$ cat config.mk
export PLATFORM = sky130hd
export DESIGN_NAME = frpcfg_top
export DESIGN_NICKNAME = d
export VERILOG_FILES = /design/src/frpcfg_pkg.sv /design/src/frpcfg_top.sv /design/src/frpcfg_mod_delay.sv /design/src/frpcfg_pulse_gen.sv
export VERILOG_INCLUDE_DIRS = /design/src
export SDC_FILE = /design/constraint.sdc
export NUM_CORES = 1
export LEC_CHECK = 0
export ABC_AREA = 1
export ABC_CLOCK_PERIOD_IN_PS = 3700
export BUFFER_PORTS_ARGS = -buffer_cell sky130_fd_sc_hd__buf_2
export CORE_MARGIN = 10
export CORE_UTILIZATION = 45
export DETAILED_ROUTE_END_ITERATION = 10
export PLACE_DENSITY_LB_ADDON = 0.15
export SETUP_SLACK_MARGIN = 0.02
export SLEW_MARGIN = 30
export SYNTH_ARGS = -nofsm -noshare
export SYNTH_HDL_FRONTEND = slang
export SYNTH_SLANG_ARGS = --single-unit
$ cat constraint.sdc
create_clock -name CLK_I -period 3.7 [get_ports CLK_I]
set_input_delay 0.925 -clock CLK_I [delete_from_list [all_inputs] [get_ports CLK_I]]
set_output_delay 0.925 -clock CLK_I [all_outputs]
set_load 0.01 [all_outputs]
$ cat src/frpcfg_params.svh
// Purpose: Offsets, field positions, reset values of the frame reference config slice
// Assumes: Register index times four is the APB byte address
// Notes:   Definitions only
//
// Contract
// The first word resets to 0x1388 and software keeps writing 0x1388 into it.
// Software writes zero into the second and fourth reserved words.
// The third reserved word resets to 0x140 and software overwrites it with 0x1F4.
// The fifth reserved word resets to 0x3E8 and software writes 0x3E8 into it.
// Bits 31..16 of the modulator reset delay count sit in a 16-bit word reset to zero.
// Bits 15..0 of the delay count sit in the next word, reset to 0xC350.
// A phase sync inserts the programmed count of periods of 2^cal_div base clocks.
// Software should make that delay at least four times the loop lock time.
// A 3-bit pre-divider at bits 7..5, reset 0x4, divides by 2 or by 4.
// Multi-burst bit 4 in master mode sends a burst on each rising request pin.
// Master mode with the generator on at bit 3 sends pulses continuously.
// Repeater mode at bit 2 sends pulses only in answer to the request pin.
// An 11-bit output divider at bits 10..0, reset 0x1, divides the pulse rate further.
// Bits 15..12 of the neighbouring word give the number of pulses in a burst.
// With phase sync off and mask bit 15 set, sync and request pins are ignored.
// Every word is 16 bits, reads back what was written, and reads have no side effect.
// Divider and mode writes reach the generator only at a pulse boundary.
`ifndef FRPCFG_PARAMS_SVH
`define FRPCFG_PARAMS_SVH

// ==========================================
// Register indices
`define FRPCFG_IDX_RSV_A      8'h40
`define FRPCFG_IDX_RSV_B      8'h41
`define FRPCFG_IDX_RSV_C      8'h42
`define FRPCFG_IDX_RSV_D      8'h43
`define FRPCFG_IDX_RSV_E      8'h44
`define FRPCFG_IDX_DLY_HI     8'h45
`define FRPCFG_IDX_DLY_LO     8'h46
`define FRPCFG_IDX_CTRL       8'h47
`define FRPCFG_IDX_OUT_DIV    8'h48
`define FRPCFG_IDX_PULSE_CNT  8'h4A
`define FRPCFG_IDX_PIN_MASK   8'h3A
`define FRPCFG_IDX_SYNC_CTRL  8'h60
`define FRPCFG_IDX_STATUS     8'h61

// ==========================================
// Reset values
`define FRPCFG_RST_RSV_A      16'h1388
`define FRPCFG_RST_RSV_B      16'h0000
`define FRPCFG_RST_RSV_C      16'h0140
`define FRPCFG_RST_RSV_D      16'h0000
`define FRPCFG_RST_RSV_E      16'h03E8
`define FRPCFG_RST_DLY_HI     16'h0000
`define FRPCFG_RST_DLY_LO     16'hC350
`define FRPCFG_RST_CTRL       16'h0080
`define FRPCFG_RST_OUT_DIV    16'h0001
`define FRPCFG_RST_PULSE_CNT  16'h0000
`define FRPCFG_RST_PIN_MASK   16'h8001
`define FRPCFG_RST_SYNC_CTRL  16'h0000

// ==========================================
// Field positions
`define FRPCFG_PRE_MSB        7
`define FRPCFG_PRE_LSB        5
`define FRPCFG_MULTI_BIT      4
`define FRPCFG_EN_BIT         3
`define FRPCFG_REPEAT_BIT     2
`define FRPCFG_DIV_MSB        10
`define FRPCFG_CNT_MSB        15
`define FRPCFG_CNT_LSB        12
`define FRPCFG_MASK_BIT       15
`define FRPCFG_PSYNC_BIT      0
`define FRPCFG_CALDIV_MSB     4
`define FRPCFG_CALDIV_LSB     1

`endif

$ cat src/frpcfg_pkg.sv
// Purpose: Types shared by the frame reference config slice
// Assumes: Constants live in frpcfg_params.svh
// Notes:   Types only
package frpcfg_pkg;

	// ==========================================
	// State machines
	typedef enum logic [1:0]
	{
		GEN_IDLE = 2'b00,
		GEN_HIGH = 2'b01,
		GEN_LOW  = 2'b10
	} frpcfg_gen_state_type;

	typedef enum logic
	{
		DLY_IDLE = 1'b0,
		DLY_RUN  = 1'b1
	} frpcfg_dly_state_type;

endpackage

$ cat src/frpcfg_top.sv
// Purpose: APB register bank steering frame reference generator and phase sync delay
// Assumes: CLK_I at 20 MHz; sync and request pins are asynchronous
// Notes:   One wait-free access phase; PRDATA registered in the setup cycle
`include "frpcfg_params.svh"

module frpcfg_top #(
	parameter int NREG = 12
)
(
	input  wire logic        CLK_I,
	input  wire logic        SRST_I,
	input  wire logic        PSEL_I,
	input  wire logic        PENABLE_I,
	input  wire logic        PWRITE_I,
	input  wire logic [15:0] PADDR_I,
	input  wire logic [31:0] PWDATA_I,
	input  wire logic        FRAME_REF_REQUEST_PIN_I,
	input  wire logic        SYNC_PIN_I,
	output logic      [31:0] PRDATA_O,
	output logic             PREADY_O,
	output logic             PSLVERR_O,
	output logic             FRAME_REF_O,
	output logic             MOD_RESET_O,
	output logic             PHASE_SYNC_DONE_O
);

	// ==========================================
	// Register slots
	localparam logic [3:0] S_DLY_HI    = 4'h5;
	localparam logic [3:0] S_DLY_LO    = 4'h6;
	localparam logic [3:0] S_CTRL      = 4'h7;
	localparam logic [3:0] S_OUT_DIV   = 4'h8;
	localparam logic [3:0] S_PULSE_CNT = 4'h9;
	localparam logic [3:0] S_PIN_MASK  = 4'hA;
	localparam logic [3:0] S_SYNC_CTRL = 4'hB;

	localparam logic [7:0] SLOT_IDX [NREG] = '{
		`FRPCFG_IDX_RSV_A, `FRPCFG_IDX_RSV_B, `FRPCFG_IDX_RSV_C,
		`FRPCFG_IDX_RSV_D, `FRPCFG_IDX_RSV_E, `FRPCFG_IDX_DLY_HI,
		`FRPCFG_IDX_DLY_LO, `FRPCFG_IDX_CTRL, `FRPCFG_IDX_OUT_DIV,
		`FRPCFG_IDX_PULSE_CNT, `FRPCFG_IDX_PIN_MASK, `FRPCFG_IDX_SYNC_CTRL
	};

	localparam logic [15:0] SLOT_RST [NREG] = '{
		`FRPCFG_RST_RSV_A,
		`FRPCFG_RST_RSV_B,
		`FRPCFG_RST_RSV_C,
		`FRPCFG_RST_RSV_D,
		`FRPCFG_RST_RSV_E,
		`FRPCFG_RST_DLY_HI,
		`FRPCFG_RST_DLY_LO,
		`FRPCFG_RST_CTRL,
		`FRPCFG_RST_OUT_DIV,
		`FRPCFG_RST_PULSE_CNT,
		`FRPCFG_RST_PIN_MASK,
		`FRPCFG_RST_SYNC_CTRL
	};

	// ==========================================
	// Declarations
	logic [15:0] regs_ff [NREG];
	logic [15:0] nxt_regs [NREG];
	logic [31:0] prdata_ff;
	logic [31:0] nxt_prdata;
	logic        pready_ff;
	logic        nxt_pready;
	logic        pslverr_ff;
	logic        nxt_pslverr;
	logic        req_s1_ff;
	logic        req_s2_ff;
	logic        req_s3_ff;
	logic        sync_s1_ff;
	logic        sync_s2_ff;
	logic        sync_s3_ff;
	logic        nxt_req_s1;
	logic        nxt_req_s2;
	logic        nxt_req_s3;
	logic        nxt_sync_s1;
	logic        nxt_sync_s2;
	logic        nxt_sync_s3;
	logic        frame_ref_ff;
	logic        nxt_frame_ref;
	logic        mod_reset_ff;
	logic        nxt_mod_reset;
	logic        sync_done_ff;
	logic        nxt_sync_done;
	logic [7:0]  idx;
	logic        hit;
	logic [3:0]  sel;
	logic        is_status;
	logic        addr_ok;
	logic        setup;
	logic        wr_take;
	logic [15:0] status_word;
	logic        psync_on;
	logic        pins_ignored;
	logic        req_rise;
	logic        sync_go;
	logic        gen_ref;
	logic        gen_busy;
	logic        dly_busy;
	logic        dly_done;

	// ==========================================
	// Field decode
	always_comb
	begin
		psync_on     = regs_ff[S_SYNC_CTRL][`FRPCFG_PSYNC_BIT];
		// Request pin counts when phase sync is on or the mask is cleared; sync pin also needs phase sync on
		pins_ignored = regs_ff[S_PIN_MASK][`FRPCFG_MASK_BIT] & ~psync_on;
		req_rise     = req_s2_ff & ~req_s3_ff & ~pins_ignored;
		sync_go      = sync_s2_ff & ~sync_s3_ff & ~pins_ignored & psync_on;
		status_word  = {13'h0000, pins_ignored, gen_busy, dly_busy};
	end

	// ==========================================
	// Address decode
	always_comb
	begin
		idx       = PADDR_I[9:2];
		hit       = 1'b0;
		sel       = 4'h0;
		for (int i = 0; i < NREG; i++)
		begin
			if (SLOT_IDX[i] == idx)
			begin
				hit = 1'b1;
				sel = 4'(i);
			end
		end
		is_status = (idx == `FRPCFG_IDX_STATUS);
		// Status is read-only; unmapped or misaligned access errors
		addr_ok   = (PADDR_I[1:0] == 2'b00) && (PADDR_I[15:10] == 6'h00)
			&& (hit || (is_status && !PWRITE_I));
	end

	// ==========================================
	// APB slave
	always_comb
	begin
		setup       = PSEL_I & ~PENABLE_I & ~pready_ff;
		wr_take     = PSEL_I & PENABLE_I & pready_ff & PWRITE_I & ~pslverr_ff;
		nxt_pready  = 1'b0;
		nxt_pslverr = 1'b0;
		nxt_prdata  = 32'h0000_0000;
		nxt_regs    = regs_ff;
		if (setup)
		begin
			nxt_pready  = 1'b1;
			nxt_pslverr = ~addr_ok;
			if (!PWRITE_I && addr_ok)
			begin
				// Plain readback, no side effect
				nxt_prdata = {16'h0000, is_status ? status_word : regs_ff[sel]};
			end
		end
		if (wr_take)
		begin
			// Full 16 bits stored, reserved fields included
			nxt_regs[sel] = PWDATA_I[15:0];
		end
	end

	always_ff @(posedge CLK_I)
	begin
		if (SRST_I)
		begin
			pready_ff  <= 1'b0;
			pslverr_ff <= 1'b0;
			prdata_ff  <= 32'h0000_0000;
			for (int i = 0; i < NREG; i++)
			begin
				regs_ff[i] <= SLOT_RST[i];
			end
		end
		else
		begin
			pready_ff  <= nxt_pready;
			pslverr_ff <= nxt_pslverr;
			prdata_ff  <= nxt_prdata;
			regs_ff    <= nxt_regs;
		end
	end

	// ==========================================
	// Pin synchronisers
	always_comb
	begin
		nxt_req_s1  = FRAME_REF_REQUEST_PIN_I;
		nxt_req_s2  = req_s1_ff;
		nxt_req_s3  = req_s2_ff;
		nxt_sync_s1 = SYNC_PIN_I;
		nxt_sync_s2 = sync_s1_ff;
		nxt_sync_s3 = sync_s2_ff;
	end

	always_ff @(posedge CLK_I)
	begin
		if (SRST_I)
		begin
			req_s1_ff  <= 1'b0;
			req_s2_ff  <= 1'b0;
			req_s3_ff  <= 1'b0;
			sync_s1_ff <= 1'b0;
			sync_s2_ff <= 1'b0;
			sync_s3_ff <= 1'b0;
		end
		else
		begin
			req_s1_ff  <= nxt_req_s1;
			req_s2_ff  <= nxt_req_s2;
			req_s3_ff  <= nxt_req_s3;
			sync_s1_ff <= nxt_sync_s1;
			sync_s2_ff <= nxt_sync_s2;
			sync_s3_ff <= nxt_sync_s3;
		end
	end

	// ==========================================
	// Phase sync delay
	frpcfg_mod_delay u_delay
	(
		.clk_i     (CLK_I),
		.srst_i    (SRST_I),
		.start_i   (sync_go),
		.count_i   ({regs_ff[S_DLY_HI], regs_ff[S_DLY_LO]}),
		.cal_div_i (regs_ff[S_SYNC_CTRL][`FRPCFG_CALDIV_MSB:`FRPCFG_CALDIV_LSB]),
		.busy_o    (dly_busy),
		.done_o    (dly_done)
	);

	// ==========================================
	// Frame reference generator
	frpcfg_pulse_gen u_gen
	(
		.clk_i       (CLK_I),
		.srst_i      (SRST_I),
		.enable_i    (regs_ff[S_CTRL][`FRPCFG_EN_BIT]),
		.repeater_i  (regs_ff[S_CTRL][`FRPCFG_REPEAT_BIT]),
		.multi_i     (regs_ff[S_CTRL][`FRPCFG_MULTI_BIT]),
		.pre_div_i   (regs_ff[S_CTRL][`FRPCFG_PRE_MSB:`FRPCFG_PRE_LSB]),
		.out_div_i   (regs_ff[S_OUT_DIV][`FRPCFG_DIV_MSB:0]),
		.pulse_cnt_i (regs_ff[S_PULSE_CNT][`FRPCFG_CNT_MSB:`FRPCFG_CNT_LSB]),
		.trig_i      (req_rise),
		.ref_o       (gen_ref),
		.busy_o      (gen_busy)
	);

	// ==========================================
	// Output registers
	always_comb
	begin
		nxt_frame_ref = gen_ref;
		nxt_mod_reset = dly_busy;
		nxt_sync_done = dly_done;
	end

	always_ff @(posedge CLK_I)
	begin
		if (SRST_I)
		begin
			frame_ref_ff <= 1'b0;
			mod_reset_ff <= 1'b0;
			sync_done_ff <= 1'b0;
		end
		else
		begin
			frame_ref_ff <= nxt_frame_ref;
			mod_reset_ff <= nxt_mod_reset;
			sync_done_ff <= nxt_sync_done;
		end
	end

	assign PRDATA_O          = prdata_ff;
	assign PREADY_O          = pready_ff;
	assign PSLVERR_O         = pslverr_ff;
	assign FRAME_REF_O       = frame_ref_ff;
	assign MOD_RESET_O       = mod_reset_ff;
	assign PHASE_SYNC_DONE_O = sync_done_ff;

endmodule // frpcfg_top

$ cat src/frpcfg_mod_delay.sv
// Purpose: Modulator reset delay timer for phase sync
// Assumes: Base clock stands in for the oscillator calibration clock
// Notes:   Start while running is ignored
module frpcfg_mod_delay
(
	input  wire logic        clk_i,
	input  wire logic        srst_i,
	input  wire logic        start_i,
	input  wire logic [31:0] count_i,
	input  wire logic [3:0]  cal_div_i,
	output logic             busy_o,
	output logic             done_o
);

	// ==========================================
	// Timer
	frpcfg_pkg::frpcfg_dly_state_type state_ff;
	frpcfg_pkg::frpcfg_dly_state_type nxt_state;
	logic [31:0] cnt_ff;
	logic [31:0] nxt_cnt;
	logic [31:0] lim_ff;
	logic [31:0] nxt_lim;
	logic [15:0] pre_ff;
	logic [15:0] nxt_pre;
	logic [15:0] pre_mask_ff;
	logic [15:0] nxt_pre_mask;
	logic        done_ff;
	logic        nxt_done;

	always_comb
	begin
		nxt_state    = state_ff;
		nxt_cnt      = cnt_ff;
		nxt_lim      = lim_ff;
		nxt_pre      = pre_ff;
		nxt_pre_mask = pre_mask_ff;
		nxt_done     = 1'b0;
		case (state_ff)
			frpcfg_pkg::DLY_IDLE:
			begin
				if (start_i)
				begin
					nxt_state    = frpcfg_pkg::DLY_RUN;
					nxt_cnt      = 32'h0000_0000;
					nxt_pre      = 16'h0000;
					nxt_lim      = count_i;
					// Period is 2^cal_div base clocks
					nxt_pre_mask = 16'((17'h0_0001 << cal_div_i) - 17'h0_0001);
				end
			end
			frpcfg_pkg::DLY_RUN:
			begin
				if (cnt_ff == lim_ff)
				begin
					nxt_state = frpcfg_pkg::DLY_IDLE;
					nxt_done  = 1'b1;
				end
				else if (pre_ff == pre_mask_ff)
				begin
					nxt_pre = 16'h0000;
					nxt_cnt = cnt_ff + 32'h0000_0001;
				end
				else
				begin
					nxt_pre = pre_ff + 16'h0001;
				end
			end
			default:
			begin
				nxt_state = frpcfg_pkg::DLY_IDLE;
			end
		endcase
	end

	always_ff @(posedge clk_i)
	begin
		if (srst_i)
		begin
			state_ff    <= frpcfg_pkg::DLY_IDLE;
			cnt_ff      <= 32'h0000_0000;
			lim_ff      <= 32'h0000_0000;
			pre_ff      <= 16'h0000;
			pre_mask_ff <= 16'h0000;
			done_ff     <= 1'b0;
		end
		else
		begin
			state_ff    <= nxt_state;
			cnt_ff      <= nxt_cnt;
			lim_ff      <= nxt_lim;
			pre_ff      <= nxt_pre;
			pre_mask_ff <= nxt_pre_mask;
			done_ff     <= nxt_done;
		end
	end

	assign busy_o = (state_ff == frpcfg_pkg::DLY_RUN);
	assign done_o = done_ff;

endmodule // frpcfg_mod_delay

$ cat src/frpcfg_pulse_gen.sv
// Purpose: Frame reference pulse generator
// Assumes: Trigger is a one-cycle pulse already synchronised
// Notes:   Half period is pre-divider times output divider base clocks
module frpcfg_pulse_gen
(
	input  wire logic        clk_i,
	input  wire logic        srst_i,
	input  wire logic        enable_i,
	input  wire logic        repeater_i,
	input  wire logic        multi_i,
	input  wire logic [2:0]  pre_div_i,
	input  wire logic [10:0] out_div_i,
	input  wire logic [3:0]  pulse_cnt_i,
	input  wire logic        trig_i,
	output logic             ref_o,
	output logic             busy_o
);

	// ==========================================
	// Generator
	frpcfg_pkg::frpcfg_gen_state_type state_ff;
	frpcfg_pkg::frpcfg_gen_state_type nxt_state;
	logic [13:0] cnt_ff;
	logic [13:0] nxt_cnt;
	logic [13:0] half_ff;
	logic [13:0] nxt_half;
	logic [3:0]  left_ff;
	logic [3:0]  nxt_left;
	logic        cont_ff;
	logic        nxt_cont;
	logic [2:0]  pre_eff;
	logic [10:0] div_eff;
	logic [13:0] half_new;
	logic        cont_now;

	always_comb
	begin
		// Zero divides act as one, so the counter never wraps
		pre_eff   = (pre_div_i == 3'h0) ? 3'h1 : pre_div_i;
		div_eff   = (out_div_i == 11'h000) ? 11'h001 : out_div_i;
		half_new  = 14'(pre_eff) * 14'(div_eff);
		cont_now  = enable_i & ~repeater_i & ~multi_i;
		nxt_state = state_ff;
		nxt_cnt   = cnt_ff;
		nxt_half  = half_ff;
		nxt_left  = left_ff;
		nxt_cont  = cont_ff;
		case (state_ff)
			frpcfg_pkg::GEN_IDLE:
			begin
				if (cont_now || (enable_i && trig_i && (repeater_i
					|| (multi_i && pulse_cnt_i != 4'h0))))
				begin
					nxt_state = frpcfg_pkg::GEN_HIGH;
					nxt_half  = half_new;
					nxt_cnt   = half_new - 14'h0001;
					nxt_cont  = cont_now;
					nxt_left  = (repeater_i || cont_now) ? 4'h0
						: pulse_cnt_i - 4'h1;
				end
			end
			frpcfg_pkg::GEN_HIGH:
			begin
				if (cnt_ff == 14'h0000)
				begin
					nxt_state = frpcfg_pkg::GEN_LOW;
					nxt_cnt   = half_ff - 14'h0001;
				end
				else
				begin
					nxt_cnt = cnt_ff - 14'h0001;
				end
			end
			frpcfg_pkg::GEN_LOW:
			begin
				if (cnt_ff != 14'h0000)
				begin
					nxt_cnt = cnt_ff - 14'h0001;
				end
				else if (enable_i && ((cont_ff && cont_now) || left_ff != 4'h0))
				begin
					// New settings only at the period boundary
					nxt_state = frpcfg_pkg::GEN_HIGH;
					nxt_half  = half_new;
					nxt_cnt   = half_new - 14'h0001;
					nxt_left  = (cont_ff && cont_now) ? 4'h0 : left_ff - 4'h1;
				end
				else
				begin
					nxt_state = frpcfg_pkg::GEN_IDLE;
					nxt_cont  = 1'b0;
				end
			end
			default:
			begin
				nxt_state = frpcfg_pkg::GEN_IDLE;
			end
		endcase
	end

	always_ff @(posedge clk_i)
	begin
		if (srst_i)
		begin
			state_ff <= frpcfg_pkg::GEN_IDLE;
			cnt_ff   <= 14'h0000;
			half_ff  <= 14'h0001;
			left_ff  <= 4'h0;
			cont_ff  <= 1'b0;
		end
		else
		begin
			state_ff <= nxt_state;
			cnt_ff   <= nxt_cnt;
			half_ff  <= nxt_half;
			left_ff  <= nxt_left;
			cont_ff  <= nxt_cont;
		end
	end

	assign ref_o  = (state_ff == frpcfg_pkg::GEN_HIGH);
	assign busy_o = (state_ff != frpcfg_pkg::GEN_IDLE);

endmodule // frpcfg_pulse_gen

==> results.toml, run 1 <==
[timing]
hold_viol = 0
drv_slew = 0
fin_setup_tns_ns = 0
slew_headroom_pct = 35.4
period_minus_slack_ns = 3.49
finClkSkew_ns = 0.0233
setup_viol = 0
worst_pin_slew_ns = 0.966
max_freq_mhz = 287
period_share_pct = 94.3

[pwr]
power_density_mw_per_mm2 = 462
power_frac_seq_pct = 43.0
p_clk_share_pct = 43.1
p_comb_share_pct = 13.9
p_sw_w = 0.00257
p_int_w = 0.00671
p_sw_share_pct = 27.7
peakVddDrop_uv = 344
p_leak_nw = 8.21

[worst_setup_path]
crit_buf_inv = 1
crit_path_end_kind = "register"
required_ns = 4.10
crit_fanout = 4
cpMaxStageDelayCell = "fa_1"
critPathTopFamily = "simple AND/OR/NAND/NOR gates"
path_cells = "nor2_1 -> nand2_1 -> nor2_1 -> nand2_1 -> nand2_1 -> inv_2 -> nor2_4 -> fa_1 -> ha_4 -> fa_2 -> xor2_2 -> nor3b_2 -> nand3_2 -> nor2_4 -> nand3_1 -> nand2_1 -> nand2_2 -> nand2_1 -> nand2_1 -> nand2_1 -> nand2_1 -> nand2_1 -> a21oi_1"
start_kind = "register"
slowest_delay_ns = 0.46
cpMostUsedCell = "nand2_1"
arrival_ns = 3.89
path_class = "register to register"
rrSetupSlack_ns = 0.21

[yosys]
synth_edf_count = 0
synthTopCellsByArea = "dfxtp_1 39%, o21ai_0 8.3%, nand2_1 8.2%"
yosys_warnings = 0
ys_top_cells_by_count = "390 x nand2_1, 352 x dfxtp_1, 295 x o21ai_0"
avgSynthCellArea_um2 = 7.14
synth_top_area_share_pct = 39.4
synth_ff_type = "dfxtp_1"
netlist_area_mm2 = 0.0179
netlist_instances = 2505
synthArstFlopShare_pct = 0
synth_seq_cells = 352
synth_area_leader_cell = "dfxtp_1"
yosysMostFrequentCell = "nand2_1"
seq_area_frac_synth_pct = 39.4
synth.distinct_cells = 55

[route]
drc_errors = 0
vias_per_cell = 5.44
wl_um = 52600
drt-initial-drc-count = 1462
routed-wl-met2_um = 23400
detail_route.wl_per_cell_um = 17.1
met3_length_um = 3440
highest_layer = "met4"
postRouteAntennaNets = 0
drt-pass1-iter-count = 5
vias = 16741
m1WireLength_um = 24500

[layout]
drive_gt1_share_pct = 9.50
fin_cells = 3079
layout.nets = 2620
fin_util_pct = 51.5
syn_to_final_growth_pct = 12.4

[placement]
dp.cells = 2996
port-buffer-count = 59
dp_hpwl_um = 37100
gp_congestion = 0.891

[grt]
grt_usage_pct = 21.2
first_global_vias = 15301
gr-total-overflow = 0
grt_max_degree = 122
grt_pass1_wl_um = 83000
antenna_found_initial = 2

[clock_tree]
cts.sinks = 352
htree_num_levels = 2
clkTransAtPathRegs_ns = 0.06
ctsRootBufferMaster = "clkbuf_16"
cts_tree = "built"
cts_made_buffers = 40
clk_latency_ns = 0.56
holdBufCountCts = 0
cts.path.max_buffers = 3

[floorplanning]
dieHeight_um = 219
ioPinCount = 92
die-area_mm2 = 0.0481
fp-row-count = 72
die_x_um = 219
coreArea_mm2 = 0.0390
initial_core_util_pct = 45.9

[run_status]
status = "finished clean"

[job]
drv_cap = 0

[hold_path]
hold_path_class = "register to register"
==> power by group through the flow <==
stage	Clock, W	Sequential, W	Combinational (W)
2_1_floorplan	0	0.00405	0.000941
3_3_place_gp	0	0.00407	0.00123
3_5_place_dp	0	0.00407	0.00125
4_1_cts	0.00408	0.00399	0.00126
5_1_grt	0.00423	0.00400	0.00144
6_report	0.00400	0.00399	0.00129
==> through the flow <==
step	cell area, um^2	setup slack [ns]	hold WS [ns]	total power (W)
2_1_floorplan	17900	0.410	0.388	0.00499
3_3_place_gp	18600	0.0610	0.400	0.00530
3_5_place_dp	18600	0.0358	0.399	0.00532
4_1_cts	19900	0.0680	0.404	0.00933
5_1_grt	20100	-0.00301	0.407	0.00967
6_report	20100	0.211	0.400	0.00928
==> area by class of cell <==
| type | instances | area [um^2] |
|---|---|---|
| Multi-Input combinational cell | 1744 | 9270 |
| Timing Repair Buffer | 123 | 803 |
| Sequential cell | 352 | 7050 |
| Tap cell | 518 | 648 |
| Fill cell | 3817 | 18900 |
| Clock buffer | 62 | 1170 |
| Inverter | 267 | 1010 |
| Clock inverter | 11 | 140 |
| Antenna cell | 2 | 5.00 |
==> cells in the final DEF (no fill, tap or decap), drive strengths merged, types with 4 or more instances in the layout <==
cell,n
a211oi,5
a21oi,264
a22oi,43
a31oi,12
buf,123
clkbuf,62
clkinv,13
conb,16
dfxtp,352
fa,10
ha,27
inv,261
nand2,395
nand3,96
nand4,35
nor2,289
nor3,43
nor4,13
o211ai,30
o21ai,304
o221ai,18
o22ai,9
or2,4
xnor2,61
xor2,50
==> repair_timing <==
item	in CTS	in global routing
endpoints found under the setup margin	0	7
buffers inserted	0	8
gates resized for setup	0	26
==> flip-flops by register name, indices dropped and copies added (netlist names), 2 cells and up <==
name / cells
u_gen.state_ff: 2
regs_ff: 191
u_gen.half_ff: 14
u_delay.cnt_ff: 32
u_gen.cnt_ff: 14
u_gen.left_ff: 4
u_delay.lim_ff: 32
PRDATA_O: 16
u_delay.pre_ff: 16
u_delay.pre_mask_ff: 16
==> layer usage <==
| layer | GRT usage, % | vias up |
|---|---|---|
| met4 | 6.94 | 0 |
| met3 | 3.31 | 78 |
| met1 | 29.6 | 7778 |
| met2 | 32.8 | 548 |
| li1 | - | 8337 |
| met5 | 0 | - |
==> worst paths after layout <==
| kind | from | endpoint | cells after the start |
|---|---|---|---|
| min | nxt_sync_s2 | nxt_sync_s3 | 2 |
| max | regs_ff[50] | u_gen.cnt_ff[13] | 23 |
| min reg2reg | nxt_sync_s2 | nxt_sync_s3 | 2 |
| max reg2reg | regs_ff[50] | u_gen.cnt_ff[13] | 23 |
==> worst min-delay path, delay by kind of cell (launching register included) <==
| family | cells | cell delay, ns |
|---|---|---|
| flip-flops | 1 | 0.29 |
| AND/OR/NAND/NOR | 1 | 0.03 |
| buffers and inverters | 1 | 0.04 |
==> cells by family after synthesis <==
group / synth area share [%]
AND/OR/NAND/NOR: 21.1
AO/OA/AOI/OAI: 21.4
buffers and inverters: 9.69
flip-flops: 39.4
XOR/XNOR: 5.43
adder cells (fa/ha/maj): 3.01
other: 0.0210
Note: power is estimated with default switching activity, not from simulation.
==> run 2, diff against run 1 <==
--- a/config.mk
+++ b/config.mk
@@ -7,7 +7,7 @@
 export NUM_CORES = 1
 export LEC_CHECK = 0
 export ABC_AREA = 1
-export ABC_CLOCK_PERIOD_IN_PS = 3700
+export ABC_CLOCK_PERIOD_IN_PS = 4400
 export BUFFER_PORTS_ARGS = -buffer_cell sky130_fd_sc_hd__buf_2
 export CORE_MARGIN = 10
 export CORE_UTILIZATION = 45
==> constraint.sdc (replaced) <==
create_clock -name CLK_I -period 4.4 [get_ports CLK_I]
set_input_delay 1.1 -clock CLK_I [delete_from_list [all_inputs] [get_ports CLK_I]]
set_output_delay 1.1 -clock CLK_I [all_outputs]
set_load 0.01 [all_outputs]
==> results.toml, run 2 (synthesis gave the netlist of run 1 again) <==
[run_status]
status = "finished clean"

[clock_tree]
cts_tree = "built"
cts.sinks = 352
cts_resized = 0
ctsRootBufferMaster = "clkbuf_16"
cts_setup_buffers = 0
cts_made_buffers = 40
holdBufCountCts = 0
clk_latency_ns = 0.57
htree_num_levels = 2
cts.path.max_buffers = 3
clkTransAtPathRegs_ns = 0.06

[worst_setup_path]
crit_path_end_kind = "register"
start_kind = "register"
path_cells = "nor2_1 -> nand2_1 -> nor2_1 -> nand2_1 -> nand2_1 -> inv_1 -> nor2_1 -> fa_1 -> ha_1 -> fa_1 -> xor2_1 -> nor3b_1 -> nand3_1 -> nor2_2 -> xor2_1 -> o21ai_0 -> o311ai_0 -> a21oi_1"
critPathTopFamily = "adder cells"
required_ns = 4.89
slowest_delay_ns = 0.48
arrival_ns = 4.41
crit_fanout = 6
cpMaxStageDelayCell = "fa_1"
rrSetupSlack_ns = 0.47
crit_buf_inv = 1
path_class = "register to register"

[timing]
worst_pin_slew_ns = 0.938
fin_setup_tns_ns = 0
max_freq_mhz = 255
finClkSkew_ns = 0.0165
grt_setup_unrepaired = "false"
period_share_pct = 89.2
slew_headroom_pct = 37.1
setup_viol = 0
hold_viol = 0
period_minus_slack_ns = 3.93
drv_slew = 0

[floorplanning]
coreArea_mm2 = 0.0390
die-area_mm2 = 0.0481
die_x_um = 219
fp-row-count = 72
dieHeight_um = 219
initial_core_util_pct = 45.9
ioPinCount = 92

[placement]
dp_hpwl_um = 36200
gp_congestion = 0.868
port-buffer-count = 59

[grt]
antenna_found_initial = 0
grt_busiest_layer = "met2"
gr-total-overflow = 0
use_met1_pct = 30.2
grt_usage_pct = 21.2
grt_max_degree = 245
grt_pass1_wl_um = 82400
met2_usage_pct = 32.5
grt_util_met3_pct = 2.81
first_global_vias = 14900

[pwr]
p_clk_share_pct = 44.6
p_sw_share_pct = 27.5
p_leak_nw = 8.08
power_density_mw_per_mm2 = 402
power_frac_seq_pct = 42.0
p_comb_share_pct = 13.4
p_sw_w = 0.00220
p_int_w = 0.00579
peakVddDrop_uv = 268

[route]
wl_um = 52800
detail_route.wl_per_cell_um = 17.4
drc_errors = 0
drt-pass1-iter-count = 5
postRouteAntennaNets = 0
drt-initial-drc-count = 1517
vias = 16515
vias_per_cell = 5.43

[layout]
n_fill_cell = 3972
antenna_cells = 0
drive_gt1_share_pct = 7.84
syn_to_final_growth_pct = 11.0
final_common_cell = "nand2_1"
fin_util_pct = 50.9
largest_reg_flops = 191
largest_registers = "regs_ff: 191 flops, u_delay.cnt_ff: 32 flops, u_delay.lim_ff: 32 flops"
regMostFlops = "regs_ff"
final_cell_mix = "390 x nand2_1, 352 x dfxtp_1, 295 x o21ai_0, 274 x nor2_1, 262 x a21oi_1"
layout.nets = 2588

[hold_path]
hold_path_class = "register to register"

[job]
drv_cap = 0
-- run 2: cell types whose count changed in the layout (fill, tap and decap cells not counted), moves of 3 or more --
cell,before,now
buf_4,63,30
clkbuf_1,14,4
clkbuf_8,7,14
nand2_1,386,390
nand2_2,8,4
nor2_1,270,274
o21ai_0,292,295
o21ai_1,12,9
xor2_1,47,50
xor2_2,3,0
-- run 2: tightest hold or removal path: stages (launching register included) --
cell	delay, ns
dfxtp_1	0.30
inv_1	0.04
nor2_1	0.03
-- run 2: worst paths after layout --
path,start,cells past startpoint,to
max,regs_ff[56],18,u_gen.cnt_ff[9]
min,nxt_sync_s2,2,nxt_sync_s3
max reg2reg,regs_ff[56],18,u_gen.cnt_ff[9]
min reg2reg,nxt_sync_s2,2,nxt_sync_s3
-- run 2: final cells by class --
class | count | area (um^2) | share of cell area [%]
inverters | 267 | 1010 | 5.07
well taps | 518 | 648 | 3.26
flip-flops and latches | 352 | 7050 | 35.5
clock inverters | 11 | 169 | 0.851
multi-input cells | 1744 | 9190 | 46.3
clock buffers | 59 | 1230 | 6.21
repair buffers | 91 | 567 | 2.85
-- run 2: stage by stage --
step           instance area (um^2)  total power, W  setup slack (ns)  hold slack (ns)  instances
2_1_floorplan                 17900         0.00419              1.11            0.388       2520
3_3_place_gp                  18500         0.00445             0.529            0.401       2972
3_5_place_dp                  18500         0.00446             0.475            0.400       2972
4_1_cts                       19900         0.00801             0.532            0.415       3042
5_1_grt                       19900         0.00829             0.196            0.426       3042
6_report                      19900         0.00798             0.474            0.411       3042
-- run 2: metal layers --
layer / vias up / part of all wire [%]
li1: 8278 / -
met1: 7679 / 49
met2: 489 / 44
met3: 69 / 5.4
met4: 0 / 2.0
met5: - / 0
-- run 2: power groups by stage --
stage	clock [W]	sequential [W]	combinational, W
after detailed placement	0	0.00342	0.00104
after CTS	0.00361	0.00335	0.00104
after floorplan	0	0.00340	0.000791
after global routing	0.00374	0.00336	0.00118
after global placement	0	0.00342	0.00103
final	0.00356	0.00335	0.00107
